==> config.mk <==
export PLATFORM = sky130hd
export DESIGN_NAME = dts_sequencer
export DESIGN_NICKNAME = d
export VERILOG_FILES = /design/src/shared/dts_pkg.sv /design/src/logic/dts_sequencer.sv
export SDC_FILE = /design/constraint.sdc
export NUM_CORES = 1
export LEC_CHECK = 0
export BUFFER_PORTS_ARGS = -buffer_cell sky130_fd_sc_hd__buf_2
export CAP_MARGIN = 20
export CORE_ASPECT_RATIO = 0.8
export CORE_MARGIN = 4
export CORE_UTILIZATION = 53
export DETAILED_ROUTE_END_ITERATION = 8
export PLACE_DENSITY = 0.76
export SYNTH_ARGS = -nofsm -noshare
export SYNTH_HDL_FRONTEND = slang
export SYNTH_SLANG_ARGS = --single-unit
==> constraint.sdc <==
create_clock -name i_clk -period 8.85 [get_ports i_clk]
set_input_delay 1.77 -clock i_clk [delete_from_list [all_inputs] [get_ports i_clk]]
set_output_delay 1.77 -clock i_clk [all_outputs]
set_load 0.005 [all_outputs]
==> src/shared/dts_pkg.sv <==
package dts_pkg;
   // Clock and timing
   localparam int CLK_HZ = 50_000_000;
   localparam int TIMEOUT_S = 30;
   localparam int TIMEOUT_CYC = CLK_HZ * TIMEOUT_S;
   localparam int DEBOUNCE_MS = 10;
   localparam int DEBOUNCE_CYC = (CLK_HZ / 1000) * DEBOUNCE_MS;
   localparam int BLINK_MS = 250;
   localparam int BLINK_CYC = (CLK_HZ / 1000) * BLINK_MS;
   // Repetition rate in tenths of a hertz; 0 selects single pulse
   localparam int RATE_SCALE = 10;
   localparam int ACC_FULL = CLK_HZ * RATE_SCALE;
   localparam logic [7:0] RATE_SINGLE = 8'h00;
   localparam logic [7:0] RATE_MIN_T = 8'h05;
   localparam logic [7:0] RATE_AIR_MAX_T = 8'hfa;
   localparam logic [7:0] RATE_CON_MAX_T = 8'hc8;
   // Arc judged valid when this share of the charge voltage is gone
   localparam logic [7:0] ARC_PCT = 8'h14;
   localparam logic [7:0] PCT_FULL = 8'h64;
   // Register byte offsets
   localparam logic [7:0] ADDR_CTRL = 8'h00;
   localparam logic [7:0] ADDR_RATE = 8'h04;
   localparam logic [7:0] ADDR_PRESET = 8'h08;
   localparam logic [7:0] ADDR_CMD = 8'h0c;
   localparam logic [7:0] ADDR_STATUS = 8'h10;
   localparam logic [7:0] ADDR_COUNT = 8'h14;
   localparam logic [7:0] ADDR_MEAS = 8'h18;
   // Field positions
   localparam int CTRL_W = 6;
   localparam int CMD_CNT_RST_BIT = 0;
   localparam int CMD_CLR_REJ_BIT = 1;
   localparam int ST_READY_BIT = 0;
   localparam int ST_HV_BIT = 1;
   localparam int ST_RUN_BIT = 2;
   localparam int ST_REJ_BIT = 3;
   localparam int ST_TMO_BIT = 4;
   localparam int ST_FSM_LSB = 8;
   // Reset values
   localparam logic [CTRL_W-1:0] CTRL_RST = 6'h00;
   localparam logic [7:0] RATE_RST = 8'h00;
   localparam logic [15:0] PRESET_RST = 16'h0000;
   // AXI responses
   localparam logic [1:0] RESP_OKAY = 2'b00;
   localparam logic [1:0] RESP_SLVERR = 2'b10;
   // Polarity codes
   localparam logic [1:0] POL_POS = 2'b00;
   localparam logic [1:0] POL_NEG = 2'b01;
   localparam logic [1:0] POL_ALT = 2'b10;

   // Bit 5 thr_off .. bit 0 contact
   typedef struct packed {
      logic thr_off;
      logic cont_en;
      logic [1:0] pol;
      logic preset_en;
      logic contact;
   } dts_ctrl_type;

   // Discharge report from the high-voltage network
   typedef struct packed {
      logic evt;
      logic [15:0] charge_v;
      logic [15:0] resid_v;
   } dts_disc_type;

   typedef enum logic [4:0] {
      S_CAL = 5'b00001,
      S_IDLE = 5'b00010,
      S_ARMED = 5'b00100,
      S_RUN = 5'b01000,
      S_WREL = 5'b10000
   } dts_state_type;
endpackage

==> src/logic/dts_sequencer.sv <==
// Implementation choices: the register addresses and the AXI4-Lite register port.
`timescale 1ns/1ps
module dts_sequencer
   import dts_pkg::*;
#(
   parameter int TIMEOUT_CYCLES = TIMEOUT_CYC,
   parameter int DEBOUNCE_CYCLES = DEBOUNCE_CYC,
   parameter int BLINK_CYCLES = BLINK_CYC
) (
   // Clock and reset
   input wire logic i_clk,
   input wire logic i_nrst,
   // AXI4-Lite slave
   input wire logic i_awvalid,
   input wire logic [7:0] i_awaddr,
   output logic o_awready,
   input wire logic i_wvalid,
   input wire logic [31:0] i_wdata,
   input wire logic [3:0] i_wstrb,
   output logic o_wready,
   output logic o_bvalid,
   output logic [1:0] o_bresp,
   input wire logic i_bready,
   input wire logic i_arvalid,
   input wire logic [7:0] i_araddr,
   output logic o_arready,
   output logic o_rvalid,
   output logic [31:0] o_rdata,
   output logic [1:0] o_rresp,
   input wire logic i_rready,
   // Operator pins
   input wire logic i_trig,
   input wire logic i_tip_ball,
   // Same-clock inputs from calibration and the discharge network
   input wire logic i_cal_done,
   input wire dts_disc_type i_disc,
   // High-voltage path and indications
   output logic o_hv_en,
   output logic o_fire,
   output logic o_dump,
   output logic o_pol_neg,
   output logic o_hv_led,
   output logic o_kv_blink,
   output logic o_frame,
   output logic o_beep
);
   ////////////////////////////////////////////////////////////////////////
   // Declarations
   dts_state_type state_r;
   dts_ctrl_type ctrl_r;
   logic [7:0] rate_r, wr_addr, rd_addr;
   logic [15:0] preset_r, count_r, meas_r;
   logic rej_r, tmo_r, latched_r;
   logic trig_s1_r, trig_s2_r, trig_f_r, tip_s1_r, tip_s2_r, tip_f_r, tip_seen_r;
   logic [31:0] deb_cnt_r, blink_cnt_r, tmo_cnt_r, acc_r, rd_data;
   logic press, trig_rel, rate_tick, single_mode, valid_arc, stop_run, tmo_hit;
   logic wr_go, rd_go, wr_ok, rej_pulse;
   // Rate limit depends on discharge mode
   function automatic logic rate_ok(input logic [7:0] rate, input logic contact);
      rate_ok = (rate == RATE_SINGLE) ||
                (rate >= RATE_MIN_T && rate <= (contact ? RATE_CON_MAX_T : RATE_AIR_MAX_T));
   endfunction
   // Settings combination check
   function automatic logic ctrl_ok(input dts_ctrl_type c, input logic [7:0] rate, input logic [15:0] cnt);
      ctrl_ok = rate_ok(rate, c.contact) && c.pol != 2'b11 &&
                !(c.pol == POL_ALT && !c.preset_en) &&
                !(c.cont_en && (c.preset_en || cnt != 16'h0000));
   endfunction
   ////////////////////////////////////////////////////////////////////////
   // Pin synchronisers and trigger debounce
   always_ff @(posedge i_clk or negedge i_nrst) begin
      if (!i_nrst) begin
         trig_s1_r <= 1'b0;
         trig_s2_r <= 1'b0;
         tip_s1_r <= 1'b0;
         tip_s2_r <= 1'b0;
      end else begin
         trig_s1_r <= i_trig;
         trig_s2_r <= trig_s1_r;
         tip_s1_r <= i_tip_ball;
         tip_s2_r <= tip_s1_r;
      end
   end
   // Filtered level moves only after a long stable run, so bounce yields no edge
   always_ff @(posedge i_clk or negedge i_nrst) begin
      if (!i_nrst) begin
         deb_cnt_r <= 32'h0;
         trig_f_r <= 1'b0;
      end else if (trig_s2_r == trig_f_r) begin
         deb_cnt_r <= 32'h0;
      end else if (deb_cnt_r >= 32'(DEBOUNCE_CYCLES - 1)) begin
         deb_cnt_r <= 32'h0;
         trig_f_r <= trig_s2_r;
      end else begin
         deb_cnt_r <= deb_cnt_r + 32'h1;
      end
   end
   assign press = trig_s2_r && !trig_f_r && deb_cnt_r >= 32'(DEBOUNCE_CYCLES - 1);
   assign trig_rel = !trig_s2_r && trig_f_r && deb_cnt_r >= 32'(DEBOUNCE_CYCLES - 1);
   ////////////////////////////////////////////////////////////////////////
   // Sequence control
   assign single_mode = rate_r == RATE_SINGLE;
   assign valid_arc = i_disc.evt && ((ctrl_r.thr_off && ctrl_r.contact) ||
      ({8'h0, i_disc.charge_v - i_disc.resid_v} * PCT_FULL >= {8'h0, i_disc.charge_v} * ARC_PCT));
   assign tmo_hit = !ctrl_r.contact && tmo_cnt_r >= 32'(TIMEOUT_CYCLES - 1);
   // Stop on second press when latched, on release when held, or on count reaching zero
   assign stop_run = (latched_r && press) || (!latched_r && trig_rel) ||
      (ctrl_r.preset_en && valid_arc && count_r == 16'h0001);
   always_ff @(posedge i_clk or negedge i_nrst) begin
      if (!i_nrst) begin
         state_r <= S_CAL;
         latched_r <= 1'b0;
      end else begin
         case (state_r)
            S_CAL: begin
               if (i_cal_done) begin
                  state_r <= S_IDLE;
               end
            end
            S_IDLE: begin
               if (press && single_mode) begin
                  state_r <= S_ARMED;
               end else if (press && !(ctrl_r.preset_en && count_r == 16'h0000)) begin
                  state_r <= S_RUN;
                  latched_r <= ctrl_r.preset_en || ctrl_r.cont_en;
               end
            end
            S_ARMED: begin
               if (i_disc.evt) begin
                  state_r <= S_WREL;
               end else if (trig_rel || tmo_hit) begin
                  state_r <= S_IDLE;
               end
            end
            S_RUN: begin
               if (stop_run || tmo_hit) begin
                  state_r <= (latched_r && trig_f_r) ? S_WREL : S_IDLE;
                  latched_r <= 1'b0;
               end
            end
            S_WREL: begin
               if (!trig_f_r) begin
                  state_r <= S_IDLE;
               end
            end
            default: state_r <= S_CAL;
         endcase
      end
   end
   // Rate phase accumulator, cleared at each sequence start
   always_ff @(posedge i_clk or negedge i_nrst) begin
      if (!i_nrst) begin
         acc_r <= 32'h0;
      end else if (state_r != S_RUN) begin
         acc_r <= 32'h0;
      end else if (rate_tick) begin
         acc_r <= acc_r + 32'(rate_r) - 32'(ACC_FULL);
      end else begin
         acc_r <= acc_r + 32'(rate_r);
      end
   end
   assign rate_tick = state_r == S_RUN && acc_r + 32'(rate_r) >= 32'(ACC_FULL);
   // Air timeout counter, restarted by any discharge
   always_ff @(posedge i_clk or negedge i_nrst) begin
      if (!i_nrst) begin
         tmo_cnt_r <= 32'h0;
      end else if ((state_r != S_ARMED && state_r != S_RUN) || i_disc.evt || tmo_hit) begin
         tmo_cnt_r <= 32'h0;
      end else begin
         tmo_cnt_r <= tmo_cnt_r + 32'h1;
      end
   end
   // High-voltage path drive
   always_ff @(posedge i_clk or negedge i_nrst) begin
      if (!i_nrst) begin
         o_hv_en <= 1'b0;
         o_fire <= 1'b0;
         o_dump <= 1'b0;
      end else begin
         o_hv_en <= (state_r == S_ARMED || state_r == S_RUN) && !i_disc.evt && !tmo_hit;
         o_fire <= rate_tick && !stop_run;
         o_dump <= i_disc.evt || tmo_hit || (state_r == S_ARMED && trig_rel);
      end
   end
   // Polarity output, alternating after each valid discharge
   always_ff @(posedge i_clk or negedge i_nrst) begin
      if (!i_nrst) begin
         o_pol_neg <= 1'b0;
      end else if (ctrl_r.pol == POL_ALT) begin
         o_pol_neg <= valid_arc ? !o_pol_neg : o_pol_neg;
      end else begin
         o_pol_neg <= ctrl_r.pol == POL_NEG;
      end
   end
   // HV LED blink; also blinks during self-test
   always_ff @(posedge i_clk or negedge i_nrst) begin
      if (!i_nrst) begin
         blink_cnt_r <= 32'h0;
         o_hv_led <= 1'b0;
      end else if (!o_hv_en && state_r != S_CAL) begin
         blink_cnt_r <= 32'h0;
         o_hv_led <= 1'b0;
      end else if (blink_cnt_r >= 32'(BLINK_CYCLES - 1)) begin
         blink_cnt_r <= 32'h0;
         o_hv_led <= !o_hv_led;
      end else begin
         blink_cnt_r <= blink_cnt_r + 32'h1;
      end
   end
   // Arc indications; kV blink and frame cleared on next press, beep is a one-cycle pulse
   always_ff @(posedge i_clk or negedge i_nrst) begin
      if (!i_nrst) begin
         o_kv_blink <= 1'b0;
         o_frame <= 1'b0;
         o_beep <= 1'b0;
      end else begin
         if (valid_arc && !ctrl_r.thr_off) begin
            o_kv_blink <= 1'b1;
         end else if (press) begin
            o_kv_blink <= 1'b0;
         end
         if (valid_arc && !ctrl_r.contact && single_mode && !ctrl_r.preset_en) begin
            o_frame <= 1'b1;
         end else if (press) begin
            o_frame <= 1'b0;
         end
         o_beep <= rej_pulse || tmo_hit ||
            (valid_arc && !ctrl_r.contact && single_mode && !ctrl_r.preset_en);
      end
   end
   ////////////////////////////////////////////////////////////////////////
   // Register bus: write and read each accepted as one unit
   assign wr_go = i_awvalid && i_wvalid && !o_awready && !o_bvalid;
   assign rd_go = i_arvalid && !o_arready && !o_rvalid;
   assign wr_addr = i_awaddr;
   assign rd_addr = i_araddr;
   assign wr_ok = wr_addr == ADDR_CTRL || wr_addr == ADDR_RATE || wr_addr == ADDR_PRESET || wr_addr == ADDR_CMD;
   // Byte enables ignored: every field is taken as a whole word
   assign rej_pulse = wr_go && ((wr_addr == ADDR_CTRL &&
      !ctrl_ok(dts_ctrl_type'(i_wdata[CTRL_W-1:0]), rate_r, count_r)) ||
      (wr_addr == ADDR_RATE && (i_wdata[31:8] != 24'h0 || !rate_ok(i_wdata[7:0], ctrl_r.contact))));
   always_ff @(posedge i_clk or negedge i_nrst) begin
      if (!i_nrst) begin
         o_awready <= 1'b0;
         o_wready <= 1'b0;
         o_bvalid <= 1'b0;
         o_bresp <= RESP_OKAY;
      end else begin
         o_awready <= wr_go;
         o_wready <= wr_go;
         if (wr_go) begin
            o_bvalid <= 1'b1;
            o_bresp <= (wr_ok && !rej_pulse) ? RESP_OKAY : RESP_SLVERR;
         end else if (i_bready) begin
            o_bvalid <= 1'b0;
         end
      end
   end
   always_comb begin
      case (rd_addr)
         ADDR_CTRL: rd_data = {26'h0, ctrl_r};
         ADDR_RATE: rd_data = {24'h0, rate_r};
         ADDR_PRESET: rd_data = {16'h0, preset_r};
         ADDR_STATUS: rd_data = {19'h0, state_r, 3'h0, tmo_r, rej_r,
                                 state_r == S_RUN, o_hv_en, state_r != S_CAL};
         ADDR_COUNT: rd_data = {16'h0, count_r};
         ADDR_MEAS: rd_data = {16'h0, meas_r};
         default: rd_data = 32'h0;
      endcase
   end
   always_ff @(posedge i_clk or negedge i_nrst) begin
      if (!i_nrst) begin
         o_arready <= 1'b0;
         o_rvalid <= 1'b0;
         o_rdata <= 32'h0;
         o_rresp <= RESP_OKAY;
      end else begin
         o_arready <= rd_go;
         if (rd_go) begin
            o_rvalid <= 1'b1;
            o_rdata <= rd_data;
            o_rresp <= (rd_addr <= ADDR_MEAS && rd_addr[1:0] == 2'b00 && rd_addr != ADDR_CMD) ?
                       RESP_OKAY : RESP_SLVERR;
         end else if (i_rready) begin
            o_rvalid <= 1'b0;
         end
      end
   end
   // Settings; tip change overrides mode and loads the single-pulse default
   always_ff @(posedge i_clk or negedge i_nrst) begin
      if (!i_nrst) begin
         ctrl_r <= CTRL_RST;
         rate_r <= RATE_RST;
         preset_r <= PRESET_RST;
         tip_f_r <= 1'b0;
         tip_seen_r <= 1'b0;
      end else begin
         tip_f_r <= tip_s2_r;
         tip_seen_r <= 1'b1;
         if (!tip_seen_r || tip_f_r != tip_s2_r) begin
            ctrl_r.contact <= !tip_s2_r;
            rate_r <= RATE_RST;
         end else if (wr_go && !rej_pulse && wr_addr == ADDR_CTRL) begin
            ctrl_r <= dts_ctrl_type'(i_wdata[CTRL_W-1:0]);
         end else if (wr_go && !rej_pulse && wr_addr == ADDR_RATE) begin
            rate_r <= i_wdata[7:0];
         end
         if (wr_go && wr_addr == ADDR_PRESET) begin
            preset_r <= i_wdata[15:0];
         end
      end
   end
   // Count, status flags and measured voltage; hardware set wins over clear
   always_ff @(posedge i_clk or negedge i_nrst) begin
      if (!i_nrst) begin
         count_r <= 16'h0000;
         meas_r <= 16'h0000;
         rej_r <= 1'b0;
         tmo_r <= 1'b0;
      end else begin
         if (wr_go && wr_addr == ADDR_CMD && i_wdata[CMD_CNT_RST_BIT]) begin
            count_r <= ctrl_r.preset_en ? preset_r : 16'h0000;
         end else if (wr_go && wr_addr == ADDR_PRESET) begin
            count_r <= i_wdata[15:0];
         end else if (valid_arc && ctrl_r.preset_en && count_r != 16'h0000) begin
            count_r <= count_r - 16'h0001;
         end else if (valid_arc && !ctrl_r.preset_en) begin
            count_r <= count_r + 16'h0001;
         end
         if (i_disc.evt && !ctrl_r.contact) begin
            meas_r <= valid_arc ? i_disc.charge_v : 16'h0000;
         end
         if (rej_pulse) begin
            rej_r <= 1'b1;
         end else if (wr_go && wr_addr == ADDR_CMD && i_wdata[CMD_CLR_REJ_BIT]) begin
            rej_r <= 1'b0;
         end
         if (tmo_hit && (state_r == S_ARMED || state_r == S_RUN)) begin
            tmo_r <= 1'b1;
         end else if (wr_go && wr_addr == ADDR_CMD && i_wdata[CMD_CLR_REJ_BIT]) begin
            tmo_r <= 1'b0;
         end
      end
   end
endmodule

# Word-level counts from Yosys, hierarchy flattened
# Index checks and enable logic that the tools add are counted.
word_totals:
  regBits: 253
  latch_bits: 0
  ramBits: 0
  romBits: 0
  out_inout_bits: 49
  memories: 0
op_classes:
  add_sub_neg: 8
  mul: 2
  div_mod_pow: 0
  n_lt_le_gt_ge: 10
  eq_ne: 33
  shift: 0
  mux: 50
  n_bitwise: 2
  n_reduce_logical: 126
op_table:
  columns: ["operator", "count"]
  rows:
  - ["32-bit two-way mux", 7]
  - ["32-bit by 1-bit adder with 32-bit output, second input constant", 3]
  - ["16-bit two-way mux", 6]
  - ["16-bit case mux with 6 select lines", 1]
  - ["1-bit logical AND", 55]
  - ["5-bit two-way mux", 8]
  - ["32-bit by 8-bit adder with 32-bit output", 1]
  - ["32-bit by 19-bit greater-or-equal comparator with 1-bit output, second input constant", 1]
  - ["32-bit by 24-bit greater-or-equal comparator with 1-bit output, second input constant", 1]
  - ["32-bit by 29-bit greater-or-equal comparator with 1-bit output, second input constant", 1]
  - ["32-bit by 31-bit greater-or-equal comparator with 1-bit output, second input constant", 1]
  - ["8-bit logical NOT", 4]
  - ["32-bit by 29-bit subtractor with 32-bit output, second input constant", 1]
  - ["1-bit logical NOT", 25]
  - ["5-bit case mux with 5 select lines", 1]
  - ["8-bit by 4-bit == test with 1-bit output, second input constant", 3]
  - ["8-bit by 5-bit == test with 1-bit output, second input constant", 3]
  - ["8-bit two-way mux", 3]
  - ["24-bit nonzero test", 1]
  - ["23-bit by 21-bit greater-or-equal comparator with 1-bit output", 1]
  - ["1-bit logical OR", 22]
  - ["16-bit by 5-bit multiplier with 21-bit output, second input constant", 1]
  - ["2-bit nonzero test", 10]
  - ["16-bit by 3-bit multiplier with 19-bit output, second input constant", 1]
  - ["other kinds (35)", 70]

# Depth between registers and ports, before layout
depth:
  depth_word: 17
  mapped_depth: 36
  mapped_depth_nobuf: 35

# Worst setup path before layout
# OpenSTA, ideal clock, no wires.
synth_timing:
  path_type: "input to register"
  start: "in i_disc[16] in the netlist's numbering"
  end: "reg count_r[12]"
  t_arrival_ps: 8328
  path_slack_ps: 435
  stages: 33
  path_cell_list: "inv_1 > ha_1 > fa_1 > nor2b_1 > o21ai_0 > a21boi_0 > o21ai_0 > a21boi_0 > o21ai_0 > a21oi_1 > nor3_1 > xor2_1 > xnor2_1 > ha_1 > fa_1 > ha_1 > and3_1 > and3_1 > nor4_1 > xnor2_1 > ha_1 > nand2_1 > nor4_1 > a221oi_1 > nor2b_1 > o21ai_0 > a31oi_1 > nor4b_4 > or3_1 > clkbuf_1 > or3_1 > mux2_2 > o211ai_1"
synth_via:
  elab_chain_len: 10
synth_lines:
  columns: ["item", "line_no", "source"]
  rows:
  - ["start, declared", "dts_sequencer.sv:36", "input wire dts_disc_type i_disc,"]
  - ["16-bit subtractor", "dts_sequencer.sv:104", "({8'h0, i_disc.charge_v - i_disc.resid_v} * PCT_FULL >= {8'h0, i_disc.charge_v} * ARC_PCT));"]
  - ["16-bit by 5-bit multiplier with 21-bit output", "dts_sequencer.sv:104", null]
  - ["23-bit by 21-bit greater-or-equal comparator with 1-bit output (*)", "dts_sequencer.sv:104", null]
  - ["1-bit logical OR (*)", "dts_sequencer.sv:103", "assign valid_arc = i_disc.evt && ((ctrl_r.thr_off && ctrl_r.contact) ||"]
  - ["1-bit logical AND (*)", "dts_sequencer.sv:103", null]
  - ["1-bit logical AND (2 in series)", "dts_sequencer.sv:325", "end else if (valid_arc && ctrl_r.preset_en && count_r != 16'h0000) begin"]
  - ["16-bit two-way mux", "dts_sequencer.sv:325", null]
  - ["16-bit two-way mux", "dts_sequencer.sv:323", "end else if (wr_go && wr_addr == ADDR_PRESET) begin"]
  - ["16-bit two-way mux", "dts_sequencer.sv:321", "if (wr_go && wr_addr == ADDR_CMD && i_wdata[CMD_CNT_RST_BIT]) begin"]
  - ["end signal, assigned", "dts_sequencer.sv:322", "count_r <= ctrl_r.preset_en ? preset_r : 16'h0000;"]
  - ["end signal, assigned", "dts_sequencer.sv:324", "count_r <= i_wdata[15:0];"]
  - ["end signal, assigned", "dts_sequencer.sv:326", "count_r <= count_r - 16'h0001;"]
  - ["end, declared", "dts_sequencer.sv:52", "logic [15:0] preset_r, count_r, meas_r;"]
# Every way passes the cells marked *; elsewhere a longest branch is shown, timed or not.
# A chain may end at the register's enable or synchronous reset.

# Worst setup path after layout
layout_timing:
  start: "in i_disc[16] in the netlist's numbering"
  end: "reg count_r[6]"
# Same word-level chain as after synthesis.

==> results.cfg <==
[yosys]
yosys.area.top_type = dfrtp_1
synth.most_common_cell = dfrtp_1
ys_ff_latch = 235
syn_inst = 1803
synth-async-reset-ratio = 1.00
synth_area_leaders = dfrtp_1 36%, ha_1 10%, nor2_1 4.7%, xnor2_1 4.7%, xor2_1 3.8%
syn_avg_cell_area_um2 = 9.08
ys.flop_type = dfrtp_1
yosysTopAreaCellShare = 0.358
ys_warn_count = 0
synth_area_um2 = 16400
synth.distinct_cells = 93
synth_common_cells = 234 x dfrtp_1, 207 x nor2_1, 153 x nand2_1
synth_edf_count = 0
ys_seq_area_frac = 0.359

[setup_path]
rrSetupSlack_ns = 4.30
critical_path.max_stage_delay_ns = 0.56
crit_path_end = count_r[6]
cpMaxStageDelayCell = nor4b_4
reg2reg_to = acc_r[16]
worstPathArrival_ns = 8.71
startpoint_type = input pin
critical_path_class = in -> reg
path_max_fanout = 7
r2r_cells = 14
end_kind = flip-flop
cpMostUsedCell = ha_1
required_ns = 9.31
crit-reg2reg-launch = rate_r[1]
startpoint = i_disc[16]

[final_layout]
nFillCells = 2588
multi_input_area_um2 = 9850
finish.instance_area_um2 = 18500
register_area_um2 = 5880
layout-drive-gt1-share = 0.147
syn_to_final_growth_pct = 13.0
layout.nets = 2202

[sta]
setup_viol = 0
slew_viol_final = 0
rsz0062_at_grt = false
tns_ns = 0
tightestPinTransition_ns = 1.05
period_share = 0.932
relSlewSlack = 0.301
hold_viol_final = 0
layout_min_cycle_time_ns = 8.25
hold_ws_ns = 0.351
skew_ns = 0.0241
fmax_mhz = 121

[clock_tree]
clk_latency_ns = 0.55
cts_sinks = 235
htreeDepth = 1
cts-hold-fix-buffers = 0
clkTransAtPathRegs_ns = 0.06
cts_buffer_depth = 3
cts_root_buffer = clkbuf_16
cts_tree = built
numCtsBuffers = 25

[global_route]
grt_pass1_vias = 13605
grt_max_degree = 90
overflow = 0
grt_pass1_wl_um = 68500
antenna_found_initial = 1
gr-usage-all-layers = 0.246

[drt]
vias_per_cell = 5.78
num_vias = 13829
ant_nets = 0
drt_iter0_drc = 1191
wl_um = 42100
routedWlPerCell_um = 17.6
route.detailed.drc = 0
dr.pass1.iters = 6

[worst_hold_path]
worstHoldStart = trig_s1_r
min_path_type = reg -> reg

[floorplan]
die_area_um2 = 33800
die_x_um = 205
rows = 57
start_util = 0.539
io_pins = 144
die_y_um = 165
coreArea_um2 = 30400

[run]
cap_violations = 0

[power_and_ir_drop]
p_switching_mw = 1.72
seqPwrFrac = 0.287
switching_share = 0.385
p_comb_frac = 0.465
powerDensity_nw_per_um2 = 242
p_leak_nw = 8.35
p_clk_frac = 0.247
fin_total_pwr_mw = 4.47
p_int_mw = 2.75
ir_drop_v = 0.000273

[placement]
placed_cell_area_um2 = 17600
place.gp.congestion = 0.960
port_buffers = 121
post-dp-hpwl_um = 31600

[status]
status = finished, final reports clean
==> worst min path at each step <==
stage | to | depth (start not counted)
after floorplan | tip_s2_r | 0
after global placement | trig_s2_r | 0
after detailed placement | trig_s2_r | 0
after CTS | tip_s2_r | 0
after global routing | trig_s2_r | 0
final | trig_s2_r | 0
==> sequential cells by signal (all words and copies together), names as in the netlist, 5 cells and up <==
name and count:
tmo_cnt_r 32, o_rdata 16, state_r 5, count_r 16, rate_r 8, acc_r 32
blink_cnt_r 32, meas_r 16, ctrl_r 6, preset_r 16, deb_cnt_r 32
==> repair_timing <==
| item | in CTS | in global routing |
|---|---|---|
| setup buffers | 0 | 0 |
| resized for setup | 0 | 13 |
| endpoints found under the setup margin | 0 | 22 |
==> kinds of logic (layout without fill, tap and decap cells) <==
family          after synthesis  in the layout  share of synthesized area
mux                          45             45                     0.0297
buf+inv                     192            327                     0.0501
fa+ha+maj                   150            150                      0.121
xor+xnor                    159            159                     0.0851
other cells                   2             42                   0.000459
compound gates              362            362                      0.155
flops                       235            235                      0.359
simple gates                658            658                      0.200
==> worst max-delay path: cells and delay by family <==
kind,cells,cell delay [ns]
AO/OA/AOI/OAI,11,1.72
XOR/XNOR,2,0.31
adder cells (fa/ha/maj),7,2.23
buffers and inverters,7,0.75
multiplexers,1,0.35
AND/OR/NAND/NOR,7,1.55
==> area by class of cell <==
class	instances	share of cell area
Clock inverter	14	0.00926
Clock buffer	32	0.0385
Antenna cell	2	0.000270
Timing Repair Buffer	159	0.0494
Sequential cell	235	0.318
Multi-Input combinational cell	1414	0.532
Inverter	122	0.0247
Tap cell	413	0.0279
==> per-layer routing <==
metal | vias up | share of wire | wire, um | global-route usage
li1 | 6649 | - | - | -
met1 | 6614 | 0.46 | 19300 | 0.356
met2 | 502 | 0.44 | 18400 | 0.384
met3 | 64 | 0.082 | 3470 | 0.0467
met4 | 0 | 0.022 | 939 | 0.0627
met5 | - | 0 | 0 | 0
==> metrics by stage <==
stage,util,instances,setup WS (ns)
global placement,0.579,2343,-0.106
CTS,0.608,2389,0.295
detailed placement,0.579,2343,-0.257
floorplan,-,1841,0.435
global route,0.609,2390,0.0219
finish,0.609,2391,0.600
==> cell usage in the layout (no fill, tap or decap), drive strengths merged, types with 18 or more instances in the layout <==
cell and count:
nor3 48, clkbuf 32, o21ai 84, and3 27
xnor2 88, buf 159, nor4 20, dfrtp 234
nand2b 21, conb 40, nor2b 18, inv 123
a31oi 23, nand4 27, a21oi 64, a22o 25
nor2 207, xor2 71, nand3 70, mux2 29
nand2 153, ha 136
==> power groups by stage <==
stage / logic, mW / registers, mW / clock network, mW
6_report: 2.08 / 1.28 / 1.11
3_5_place_dp: 2.04 / 1.30 / 0
2_1_floorplan: 1.44 / 1.24 / 0
5_1_grt: 2.35 / 1.29 / 1.17
4_1_cts: 2.05 / 1.28 / 1.13
3_3_place_gp: 1.96 / 1.29 / 0
(Power assumes the default switching activity.)
